<file path="src/rec_defs.svh">
// register map, field positions, reset values and timing counts for the regulator enable block
// Operation
// - a set boost pin-select bit lets the same-numbered control pin switch buck-boost
// - boost pin selection counts only while boost sequence is 111 and enable is 10
// - several selected boost pins combine by logical OR into the buck-boost enable
// - boost pin-select mask resets to control pin 3 selected, all others clear
// - linreg1 sequence 000 keeps it off; 001 turns it on when supply present
// - sequence 010, 011, 100 turn linreg1 on at 0, 25, 50 percent of boot
// - sequence 111 hands linreg1 to its enable field after full boot; 101, 110 reserved
// - linreg1 enable field only acts while its sequence field holds 111
// - enable field 00 off, 01 on, 10 pin-controlled, 11 reserved
// - internal supply bit set ties linreg1 input to core supply through resistor
// - active discharge in hard reset, and when set, also after enable falls low
// - linreg1 load-switch mode bit is latched, taking new values only while disabled
// - mode set makes the pass device fully on or off by the enable state
// - passive discharge on entering off or hard reset, when set also while disabled
// - pin-controlled linreg1 follows the OR of pins selected in its own mask
`ifndef REC_DEFS_SVH
`define REC_DEFS_SVH

`define REC_ADDR_BOOST_MASK 8'h59
`define REC_ADDR_LR1_ENA 8'h5A
`define REC_ADDR_LR1_CFG 8'h5B

`define REC_RST_BOOST_MASK 8'h08
`define REC_RST_LR1_ENA 8'h00
`define REC_RST_LR1_CFG 8'h01

`define REC_LR1_ENA_WMASK 8'hE3
`define REC_LR1_CFG_WMASK 8'h0F

`define REC_SEQ_MSB 7
`define REC_SEQ_LSB 5
`define REC_EN_MSB 1
`define REC_EN_LSB 0
`define REC_CFG_INTSUP 3
`define REC_CFG_ACTDSC 2
`define REC_CFG_MODE 1
`define REC_CFG_PSVDSC 0

`define REC_PIN_COUNT 8
`define REC_SYNC_STAGES 2

`endif

</file>
<file path="src/rec_pkg.sv">
// types shared by the regulator enable block
package rec_pkg;

    typedef enum logic [2:0] {
        REC_SEQ_OFF = 3'h0,
        REC_SEQ_SUPPLY = 3'h1,
        REC_SEQ_BOOT0 = 3'h2,
        REC_SEQ_BOOT25 = 3'h3,
        REC_SEQ_BOOT50 = 3'h4,
        REC_SEQ_RSVD5 = 3'h5,
        REC_SEQ_RSVD6 = 3'h6,
        REC_SEQ_FIELD = 3'h7
    } rec_seq_type;

    typedef enum logic [1:0] {
        REC_EN_OFF = 2'h0,
        REC_EN_ON = 2'h1,
        REC_EN_PINS = 2'h2,
        REC_EN_RSVD = 2'h3
    } rec_en_type;

endpackage : rec_pkg

</file>
<file path="src/rec_sync_if.sv">
// carrier between the pin synchronizer and the enable logic
`timescale 1ns/1ns
`default_nettype none
interface rec_sync_if;
    logic [7:0] raw_pins;
    logic raw_supply;
    logic [7:0] pins;
    logic supply;

    modport syncer (
        input raw_pins,
        input raw_supply,
        output pins,
        output supply
    );

    modport user (
        output raw_pins,
        output raw_supply,
        input pins,
        input supply
    );
endinterface : rec_sync_if
`default_nettype wire

</file>
<file path="src/rec_pin_sync.sv">
// two-stage synchronizer for the control pins and the supply-present level
`timescale 1ns/1ns
`default_nettype none
module rec_pin_sync
    import rec_pkg::*;
(
    // clock and reset
    input wire logic mclk,
    input wire logic nrst,
    // pins in, synchronized levels out
    rec_sync_if.syncer sync
);
    `include "rec_defs.svh"

    logic [8:0] stage1_reg;
    logic [8:0] stage2_reg;

    // stage1 is read only by stage2, nothing else may look at it
    always_ff @(posedge mclk or negedge nrst) begin
        if (!nrst) begin
            stage1_reg <= 9'h000;
            stage2_reg <= 9'h000;
        end else begin
            stage1_reg <= {sync.raw_supply, sync.raw_pins};
            stage2_reg <= stage1_reg;
        end
    end

    assign sync.pins = stage2_reg[7:0];
    assign sync.supply = stage2_reg[8];
endmodule : rec_pin_sync
`default_nettype wire

</file>
<file path="src/regulator_enable_control.sv">
// enable, discharge and mode control for the buck-boost and linear regulator 1
`timescale 1ns/1ns
`default_nettype none
module regulator_enable_control
    import rec_pkg::*;
(
    // clock and reset
    input wire logic mclk,
    input wire logic nrst,
    // register access port
    input wire logic [7:0] reg_addr,
    input wire logic reg_wr,
    input wire logic [7:0] reg_wdata,
    input wire logic reg_rd,
    output logic [7:0] reg_rdata,
    output logic reg_rvalid,
    // pins from outside
    input wire logic [7:0] multipurpose_control_pin,
    input wire logic supply_present_pin,
    // buck-boost fields held elsewhere
    input wire logic [2:0] boost_sequence_field,
    input wire logic [1:0] boost_enable_field,
    // linreg1 pin mask held elsewhere
    input wire logic [7:0] linreg1_pin_select_mask,
    // boot sequencer and power state
    input wire logic boot_point_0,
    input wire logic boot_point_25,
    input wire logic boot_point_50,
    input wire logic boot_point_100,
    input wire logic hard_reset_mode,
    input wire logic off_entry,
    // regulator controls
    output logic boost_pin_enable,
    output logic boost_pin_mode,
    output logic linreg1_enable,
    output logic linreg1_pass_full_on,
    output logic linreg1_internal_supply,
    output logic linreg1_switch_mode,
    output logic linreg1_active_discharge,
    output logic linreg1_passive_discharge
);
    `include "rec_defs.svh"

    rec_sync_if sync ();

    assign sync.raw_pins = multipurpose_control_pin;
    assign sync.raw_supply = supply_present_pin;

    rec_pin_sync u_rec_pin_sync (
        .mclk (mclk),
        .nrst (nrst),
        .sync (sync)
    );

    // register file
    logic [7:0] boost_pin_select_mask_reg;
    logic [7:0] linreg1_enable_config_reg;
    logic [7:0] linreg1_misc_config_reg;
    logic [7:0] reg_rdata_reg;
    logic reg_rvalid_reg;

    wire hit_boost = reg_addr == `REC_ADDR_BOOST_MASK;
    wire hit_ena = reg_addr == `REC_ADDR_LR1_ENA;
    wire hit_cfg = reg_addr == `REC_ADDR_LR1_CFG;
    wire wr_boost = reg_wr && hit_boost;
    wire wr_ena = reg_wr && hit_ena;
    wire wr_cfg = reg_wr && hit_cfg;

    // reserved bits are never stored, so they read back as zero
    wire [7:0] ena_wdata = reg_wdata & `REC_LR1_ENA_WMASK;
    wire [7:0] cfg_wdata = reg_wdata & `REC_LR1_CFG_WMASK;

    wire [7:0] read_mux = hit_boost ? boost_pin_select_mask_reg :
                          hit_ena ? linreg1_enable_config_reg :
                          hit_cfg ? linreg1_misc_config_reg : 8'h00;

    always_ff @(posedge mclk or negedge nrst) begin
        if (!nrst) begin
            boost_pin_select_mask_reg <= `REC_RST_BOOST_MASK;
            linreg1_enable_config_reg <= `REC_RST_LR1_ENA;
            linreg1_misc_config_reg <= `REC_RST_LR1_CFG;
        end else begin
            if (wr_boost) begin
                boost_pin_select_mask_reg <= reg_wdata;
            end
            if (wr_ena) begin
                linreg1_enable_config_reg <= ena_wdata;
            end
            if (wr_cfg) begin
                linreg1_misc_config_reg <= cfg_wdata;
            end
        end
    end

    always_ff @(posedge mclk or negedge nrst) begin
        if (!nrst) begin
            reg_rdata_reg <= 8'h00;
            reg_rvalid_reg <= 1'b0;
        end else begin
            reg_rdata_reg <= reg_rd ? read_mux : reg_rdata_reg;
            reg_rvalid_reg <= reg_rd;
        end
    end

    assign reg_rdata = reg_rdata_reg;
    assign reg_rvalid = reg_rvalid_reg;

    // field views
    rec_seq_type lr1_seq;
    rec_en_type lr1_en;
    assign lr1_seq = rec_seq_type'(linreg1_enable_config_reg[`REC_SEQ_MSB:`REC_SEQ_LSB]);
    assign lr1_en = rec_en_type'(linreg1_enable_config_reg[`REC_EN_MSB:`REC_EN_LSB]);

    wire cfg_intsup = linreg1_misc_config_reg[`REC_CFG_INTSUP];
    wire cfg_actdsc = linreg1_misc_config_reg[`REC_CFG_ACTDSC];
    wire cfg_mode = linreg1_misc_config_reg[`REC_CFG_MODE];
    wire cfg_psvdsc = linreg1_misc_config_reg[`REC_CFG_PSVDSC];

    // buck-boost pin path
    wire boost_mode_now = boost_sequence_field == 3'h7 && boost_enable_field == 2'h2;
    wire [7:0] boost_sel_pins = boost_pin_select_mask_reg & sync.pins;
    wire boost_or = |boost_sel_pins;
    wire boost_next = boost_mode_now && boost_or;

    // linreg1 enable field decode, reserved code keeps the regulator off
    wire lr1_pin_mode = lr1_seq == REC_SEQ_FIELD && lr1_en == REC_EN_PINS;
    wire lr1_pin_or = |(linreg1_pin_select_mask & sync.pins);
    logic lr1_field_on;
    always_comb begin
        lr1_field_on = 1'b0;
        unique case (lr1_en)
            REC_EN_OFF: lr1_field_on = 1'b0;
            REC_EN_ON: lr1_field_on = 1'b1;
            REC_EN_PINS: lr1_field_on = lr1_pin_or;
            REC_EN_RSVD: lr1_field_on = 1'b0;
        endcase
    end

    // sequence decode; boot points are levels read each cycle, so linreg1 turns off again if its point drops
    logic lr1_next;
    always_comb begin
        lr1_next = 1'b0;
        unique case (lr1_seq)
            REC_SEQ_OFF: lr1_next = 1'b0;
            REC_SEQ_SUPPLY: lr1_next = sync.supply;
            REC_SEQ_BOOT0: lr1_next = boot_point_0;
            REC_SEQ_BOOT25: lr1_next = boot_point_25;
            REC_SEQ_BOOT50: lr1_next = boot_point_50;
            REC_SEQ_RSVD5: lr1_next = 1'b0;
            REC_SEQ_RSVD6: lr1_next = 1'b0;
            REC_SEQ_FIELD: lr1_next = boot_point_100 && lr1_field_on;
        endcase
    end

    // enables, mode latch and discharge state
    logic boost_enable_reg;
    logic lr1_enable_reg;
    logic mode_latch_reg;
    logic dsc_armed_reg;
    logic active_dsc_reg;
    logic passive_dsc_reg;

    wire lr1_fall = lr1_enable_reg && !lr1_next;
    wire lr1_rise = !lr1_enable_reg && lr1_next;
    // armed only by a real falling edge, so a regulator never turned on is not loaded
    wire dsc_armed_next = lr1_fall ? 1'b1 : (lr1_rise ? 1'b0 : dsc_armed_reg);
    wire active_dsc_next = hard_reset_mode || (cfg_actdsc && !lr1_next && dsc_armed_next);
    wire passive_dsc_next = hard_reset_mode || off_entry || (cfg_psvdsc && !lr1_next);
    // the latch follows the register only while the regulator is off
    wire mode_latch_next = lr1_enable_reg ? mode_latch_reg : cfg_mode;

    always_ff @(posedge mclk or negedge nrst) begin
        if (!nrst) begin
            boost_enable_reg <= 1'b0;
            lr1_enable_reg <= 1'b0;
            mode_latch_reg <= 1'b0;
            dsc_armed_reg <= 1'b0;
            active_dsc_reg <= 1'b0;
            passive_dsc_reg <= 1'b0;
        end else begin
            boost_enable_reg <= boost_next;
            lr1_enable_reg <= lr1_next;
            mode_latch_reg <= mode_latch_next;
            dsc_armed_reg <= dsc_armed_next;
            active_dsc_reg <= active_dsc_next;
            passive_dsc_reg <= passive_dsc_next;
        end
    end

    assign boost_pin_enable = boost_enable_reg;
    assign boost_pin_mode = boost_mode_now;
    assign linreg1_enable = lr1_enable_reg;
    assign linreg1_switch_mode = mode_latch_reg;
    assign linreg1_pass_full_on = mode_latch_reg && lr1_enable_reg;
    assign linreg1_internal_supply = cfg_intsup;
    assign linreg1_active_discharge = active_dsc_reg;
    assign linreg1_passive_discharge = passive_dsc_reg;

    // checks
    logic first_cycle_reg;
    always_ff @(posedge mclk or negedge nrst) begin
        if (!nrst) begin
            first_cycle_reg <= 1'b1;
        end else begin
            first_cycle_reg <= 1'b0;
        end
    end
endmodule : regulator_enable_control
`default_nettype wire

</file>
<file path="config.mk">
export PLATFORM = sky130hd
export DESIGN_NAME = regulator_enable_control
export DESIGN_NICKNAME = d
export VERILOG_FILES = /design/src/rec_pkg.sv /design/src/rec_sync_if.sv /design/src/rec_pin_sync.sv /design/src/regulator_enable_control.sv
export VERILOG_INCLUDE_DIRS = /design/src
export SDC_FILE = /design/constraint.sdc
export NUM_CORES = 1
export LEC_CHECK = 0
export BUFFER_PORTS_ARGS = -buffer_cell sky130_fd_sc_hd__buf_2
export CAP_MARGIN = 20
export CORE_ASPECT_RATIO = 0.7
export CORE_MARGIN = 1.5
export CORE_UTILIZATION = 45
export DETAILED_ROUTE_END_ITERATION = 10
export GPL_ROUTABILITY_DRIVEN = 0
export PLACE_DENSITY = 0.77
export SLEW_MARGIN = 0
export SYNTH_ARGS = -nofsm -noshare
export SYNTH_HDL_FRONTEND = slang
export SYNTH_HIERARCHICAL = 1
export SYNTH_SLANG_ARGS = --single-unit
</file>
<file path="constraint.sdc">
create_clock -name mclk -period 2.2 [get_ports mclk]
set_input_delay 0.44 -clock mclk [delete_from_list [all_inputs] [get_ports mclk]]
set_output_delay 0.44 -clock mclk [all_outputs]
set_load 0.01 [all_outputs]
</file>
==> results of run 1 <==
==> placed cells by master (no fill, tap or decap), types with 2 or more instances in the layout <==
cell type / count
buf_2: 64
dfrtp_1: 48
mux2_2: 12
mux2_4: 8
nand2_1: 7
nor2b_1: 6
clkbuf_8: 5
a22oi_1: 4
nor2_1: 4
a221o_1: 4
nor3_1: 4
buf_4: 4
inv_1: 3
a21o_1: 3
a22o_1: 3
a221oi_1: 3
o2bb2ai_1: 3
nand4_1: 2
a21boi_0: 2
nor3b_1: 2
a31oi_1: 2
nand3_1: 2
and3_1: 2
dfstp_2: 2
==> metal layers <==
metal | part of all wire | global-route usage | wire, um
met5 | 0 | 0 | 0
met2 | 0.41 | 0.274 | 1780
met1 | 0.50 | 0.278 | 2150
met3 | 0.074 | 0.0641 | 318
met4 | 0.012 | 0.0643 | 51
==> area by class of cell <==
cell class / count / area (sq um)
fillers: 368 / 1800
flip-flops and latches: 50 / 1250
repair buffers: 68 / 350
well taps: 55 / 68.8
multi-input cells: 88 / 738
clock inverters: 2 / 37.5
clock buffers: 6 / 72.6
inverters: 3 / 11.3
==> worst max-delay path by stage <==
stage / cells past startpoint / to / from / slack [ns]
6_report: 5 / boost_pin_select_mask_reg[1] / reg_addr[2] / 0.41
5_1_grt: 5 / boost_pin_select_mask_reg[1] / reg_addr[5] / 0.37
4_1_cts: 5 / boost_pin_select_mask_reg[1] / reg_addr[2] / 0.42
3_5_place_dp: 5 / boost_pin_select_mask_reg[5] / reg_addr[2] / 0.10
3_3_place_gp: 5 / boost_pin_select_mask_reg[7] / reg_addr[2] / 0.14
2_1_floorplan: 5 / boost_pin_select_mask_reg[0] / reg_addr[2] / 0.40
==> kinds of logic (layout without fill, tap and decap cells) <==
logic type                 after synthesis  after routing  share of synthesized area
DFF                                     50             50                      0.620
and+or+nand+nor                         36             36                      0.106
AOI/OAI and AO/OA                       30             30                      0.121
muxes                                   21             21                      0.131
buffers and inverters                    6             79                     0.0149
adders and majority gates                1              1                    0.00619
==> where the power goes <==
| part | switching, mW | leakage (nW) | total (mW) | internal, mW |
|---|---|---|---|---|
| sequential | 0.0355 | 0.635 | 1.00 | 0.967 |
| clock | 0.295 | 0.0514 | 0.634 | 0.339 |
| combinational | 0.0822 | 0.587 | 0.175 | 0.0925 |
| total | 0.413 | 1.27 | 1.81 | 1.40 |
==> metrics by stage <==
stage / instance area (sq um) / power, mW / instances / setup slack, ns / util
after floorplan: 2020 / 1.10 / 144 / 0.398 / -
after global placement: 2420 / 1.19 / 264 / 0.138 / 0.560
after detailed placement: 2420 / 1.19 / 264 / 0.103 / 0.560
after CTS: 2530 / 1.83 / 272 / 0.422 / 0.585
after global routing: 2530 / 1.88 / 272 / 0.373 / 0.585
final: 2530 / 1.81 / 272 / 0.409 / 0.585
==> results.cfg, run 1 <==
[route]
drt_iter0_drc = 61
drc = 0
ant_nets = 0
first_pass_iters = 4
vias = 1468
drt-vias-per-instance = 5.40
routed_wl_mm = 4.30
routedWlPerCell_um = 15.8

[critical_path]
cp-start-kind = input pin
cpMaxStageDelayCell = or3b_1
worst-setup-path-type = input pin to register
required_ns = 2.38
r2r_start = linreg1_enable_config_reg[0]
critPathMaxStageDelay_ns = 0.63
crit_family = simple AND/OR/NAND/NOR gates
crit_path_max_fanout = 8
rrSetupSlack_ns = 0.52
r2r-end = dsc_armed_reg
crit_path_cell_trace = buf_2 -> and4bb_2 -> nand3_2 -> or3b_1 -> mux2_4
r2r_cells = 6
cp_data_arrival_time_ns = 1.98
cp_num_buf_inv = 1
cp-end-kind = register

[clock_tree]
clk_latency_ns = 0.30
postCtsSetupRepairBufs = 0
root_buffer = clkbuf_8
clk_pin_slew_worst_paths_ns = 0.09
cts_tree = built
max-clock-path-buffers = 2
cts_resized = 0
cts.sinks = 50
numCtsBuffers = 5
cts_htree_levels = 2
cts_hold_buffers = 0

[synthesis]
synth_top_area_share = 0.594
synth_cell_type_count = 38
syn_area_per_cell_sq_um = 14.0
ys_ff_latch = 50
synth-edff-count = 0
syn-cell-area_sq_um = 2020
synthArstFlopShare = 1.00
yosys.cell_count.top_type = dfrtp_1
synth_nets = 193
yosys.area.top_type = dfrtp_1
yosys-top-cells-area = dfrtp_1 59%, mux2_2 6.7%, mux2_4 5.9%
postSynthCellCount = 144
ys.flop_type = dfrtp_1
synth.top_cells.by_count = 48 x dfrtp_1, 12 x mux2_2, 8 x mux2_4, 7 x nand2_1, 6 x nor2b_1
yosys_warnings = 6
yosysSeqAreaShare = 0.620

[timing]
max_freq_mhz = 558
rsz0062_at_grt = no
fin_skew_ns = 0.00944
finalCritPeriodShare = 0.814
worstMarginPinSlew_ns = 0.662
relSlewSlack = 0.559
setup_viol = 0
slew_violations = 0
whs_ns = 0.161
finalHoldViolations = 0
fin_crit_ns = 1.79
final.setup.tns_ns = 0

[global_route]
grt_max_degree = 31
grt_pass1_wl_mm = 7.07
gr-total-overflow = 0
antenna_found_initial = 0
grt_use_total = 0.192
first_global_vias = 1432

[run_status]
outcome = finished, final reports clean

[floorplanning]
fp-row-count = 20
die_h_um = 59.1
die-area_sq_um = 4910
core_sq_um = 4330
die_w_um = 83.1
io_pins = 65
start_util = 0.467

[min_path]
min_path_type = input pin to asynchronous set/reset pin

[placed_design]
dp_hpwl_mm = 3.30
io_buffers = 64

[cells_and_area]
final_layout_size_suffix_gt1_frac = 0.470
area_growth_syn_to_layout_pct = 25.2
antenna_cells = 0
final_nets = 265

[pwr]
ir_worst_vdd_mv = 0.421
power.density_nw_per_um2 = 715
p_leak_nw = 1.27

[run]
drv_cap = 0
Power figures use the tool's default switching activity.
==> run 2, diff against run 1 <==
==> constraint.sdc (replaced) <==
create_clock -name mclk -period 1.74 [get_ports mclk]
set_input_delay 0.348 -clock mclk [delete_from_list [all_inputs] [get_ports mclk]]
set_output_delay 0.348 -clock mclk [all_outputs]
set_load 0.01 [all_outputs]
==> run 2 against run 1 <==
  * First-iteration DRC count increased by 67%
  * Global-route usage is 0.35 points lower
  * Utilization is 0.75 points higher
  * Wire length shrank 0.81%
  * Non-clock buffer count rose by 5
  * Critical endpoint is now dsc_armed_reg
==> results.cfg, run 2 (synthesis gave the netlist of run 1 again) <==
[cells_and_area]
mostFrequentLayoutCell = buf_2
fillers = 357
finalNonFillerCells = 277
final_layout_size_suffix_gt1_frac = 0.486
multi_input_area_sq_um = 744
final_nets = 270
final_cell_mix = 64 x buf_2, 48 x dfrtp_1, 12 x mux2_2
antenna_cells = 0
seq_area_sq_um = 1250
area_growth_syn_to_layout_pct = 26.9

[timing]
rsz0062_at_grt = yes
setup_viol = 0
worstMarginPinSlew_ns = 0.423
relSlewSlack = 0.716
max_freq_mhz = 598
slew_violations = 0
fin_skew_ns = 0.00791
finalCritPeriodShare = 0.961
finalHoldViolations = 0
fin_crit_ns = 1.67

[route]
drt-vias-per-instance = 5.26
routedWlPerCell_um = 15.4
ant_nets = 0
first_pass_iters = 4
drt_iter0_drc = 102
drc = 0
routed_wl_mm = 4.26
vias = 1457

[critical_path]
crit_path_max_fanout = 3
r2r_start = linreg1_enable_config_reg[0]
cp_data_arrival_time_ns = 1.88
cp-end-kind = register
rrSetupSlack_ns = 0.07
cp-endpoint = dsc_armed_reg
required_ns = 1.95
cp-startpoint = linreg1_enable_config_reg[0]
worst-setup-path-type = register to register
r2r-end = dsc_armed_reg
cp-start-kind = register
r2r_cells = 6

[floorplanning]
start_util = 0.467
die_w_um = 83.1
die_h_um = 59.1
io_pins = 65
die-area_sq_um = 4910
fp-row-count = 20
core_sq_um = 4330

[min_path]
min_path_type = input pin to asynchronous set/reset pin

[global_route]
first_global_vias = 1439
grt_use_total = 0.189
gr-total-overflow = 0
antenna_found_initial = 0
grt_max_degree = 51
grt_pass1_wl_mm = 6.90

[run_status]
outcome = finished, final reports clean

[clock_tree]
max-clock-path-buffers = 2
clk_pin_slew_worst_paths_ns = 0.09
cts_tree = built
cts.sinks = 50
numCtsBuffers = 5
cts_htree_levels = 2
root_buffer = clkbuf_8
clk_latency_ns = 0.31

[pwr]
p_leak_nw = 1.30
power.density_nw_per_um2 = 844
total_power_mw = 2.16
ir_worst_vdd_mv = 0.573

[placed_design]
dp_hpwl_mm = 3.25
placed_cells_incl_taps = 268
io_buffers = 64

[run]
drv_cap = 0
## run 2: worst max-delay path, stage by stage, from the launching register on
cell and delay (ns):
dfrtp_1 0.39, inv_1 0.08, ha_1 0.20, a21boi_1 0.17, nand4_1 0.21, a31o_2 0.31, a311oi_2 0.21
## run 2: worst min path at each step
stage | from | end | depth (start not counted) | slack (ns)
floorplan | nrst | boost_pin_enable | 0 | 0.05
global placement | u_rec_pin_sync/stage1_reg[7] | u_rec_pin_sync/stage2_reg[7] | 0 | 0.33
detailed placement | u_rec_pin_sync/stage1_reg[2] | u_rec_pin_sync/stage2_reg[2] | 0 | 0.34
CTS | nrst | reg_rdata[4] | 2 | 0.02
global route | nrst | boost_pin_select_mask_reg[1] | 2 | 0.03
finish | nrst | boost_pin_select_mask_reg[1] | 2 | 0.01
## run 2: what timing repair did
action                                  CTS  global route
gates resized for setup                   0             2
setup buffers                             0             1
hold buffers                              0             0
endpoints found under the setup margin    0             1
## run 2: cell type report
type / instances / area share
Clock inverter: 2 / 0.00537
Multi-Input combinational cell: 88 / 0.290
Inverter: 3 / 0.00439
Timing Repair Buffer: 73 / 0.156
Sequential cell: 50 / 0.489
Clock buffer: 6 / 0.0283
Tap cell: 55 / 0.0268
## run 2: metrics by stage
step / hold slack, ns / TNS (ns) / cell area (sq um) / setup slack (ns) / utilization
2_1_floorplan: 0.0524 / 0 / 2020 / 0.0302 / -
3_3_place_gp: 0.332 / -0.554 / 2460 / -0.0713 / 0.569
3_5_place_dp: 0.337 / -0.888 / 2460 / -0.113 / 0.569
4_1_cts: 0.0201 / 0 / 2550 / 0.0500 / 0.589
5_1_grt: 0.0276 / -0.0152 / 2560 / -0.0152 / 0.592
6_report: 0.0138 / 0 / 2560 / 0.0671 / 0.592
## run 2: routing by layer
layer	GRT usage	vias to the layer above	share of wire
li1	-	701	-
met1	0.261	692	0.48
met2	0.273	57	0.42
met3	0.0710	7	0.087
met4	0.0738	0	0.012
met5	0	-	0
## run 2: where the power goes
| group | total, mW | switching, mW | internal, mW | leakage (nW) |
|---|---|---|---|---|
| clock | 0.657 | 0.374 | 0.284 | 0.0452 |
| sequential | 1.27 | 0.0458 | 1.22 | 0.635 |
| combinational | 0.238 | 0.112 | 0.126 | 0.617 |
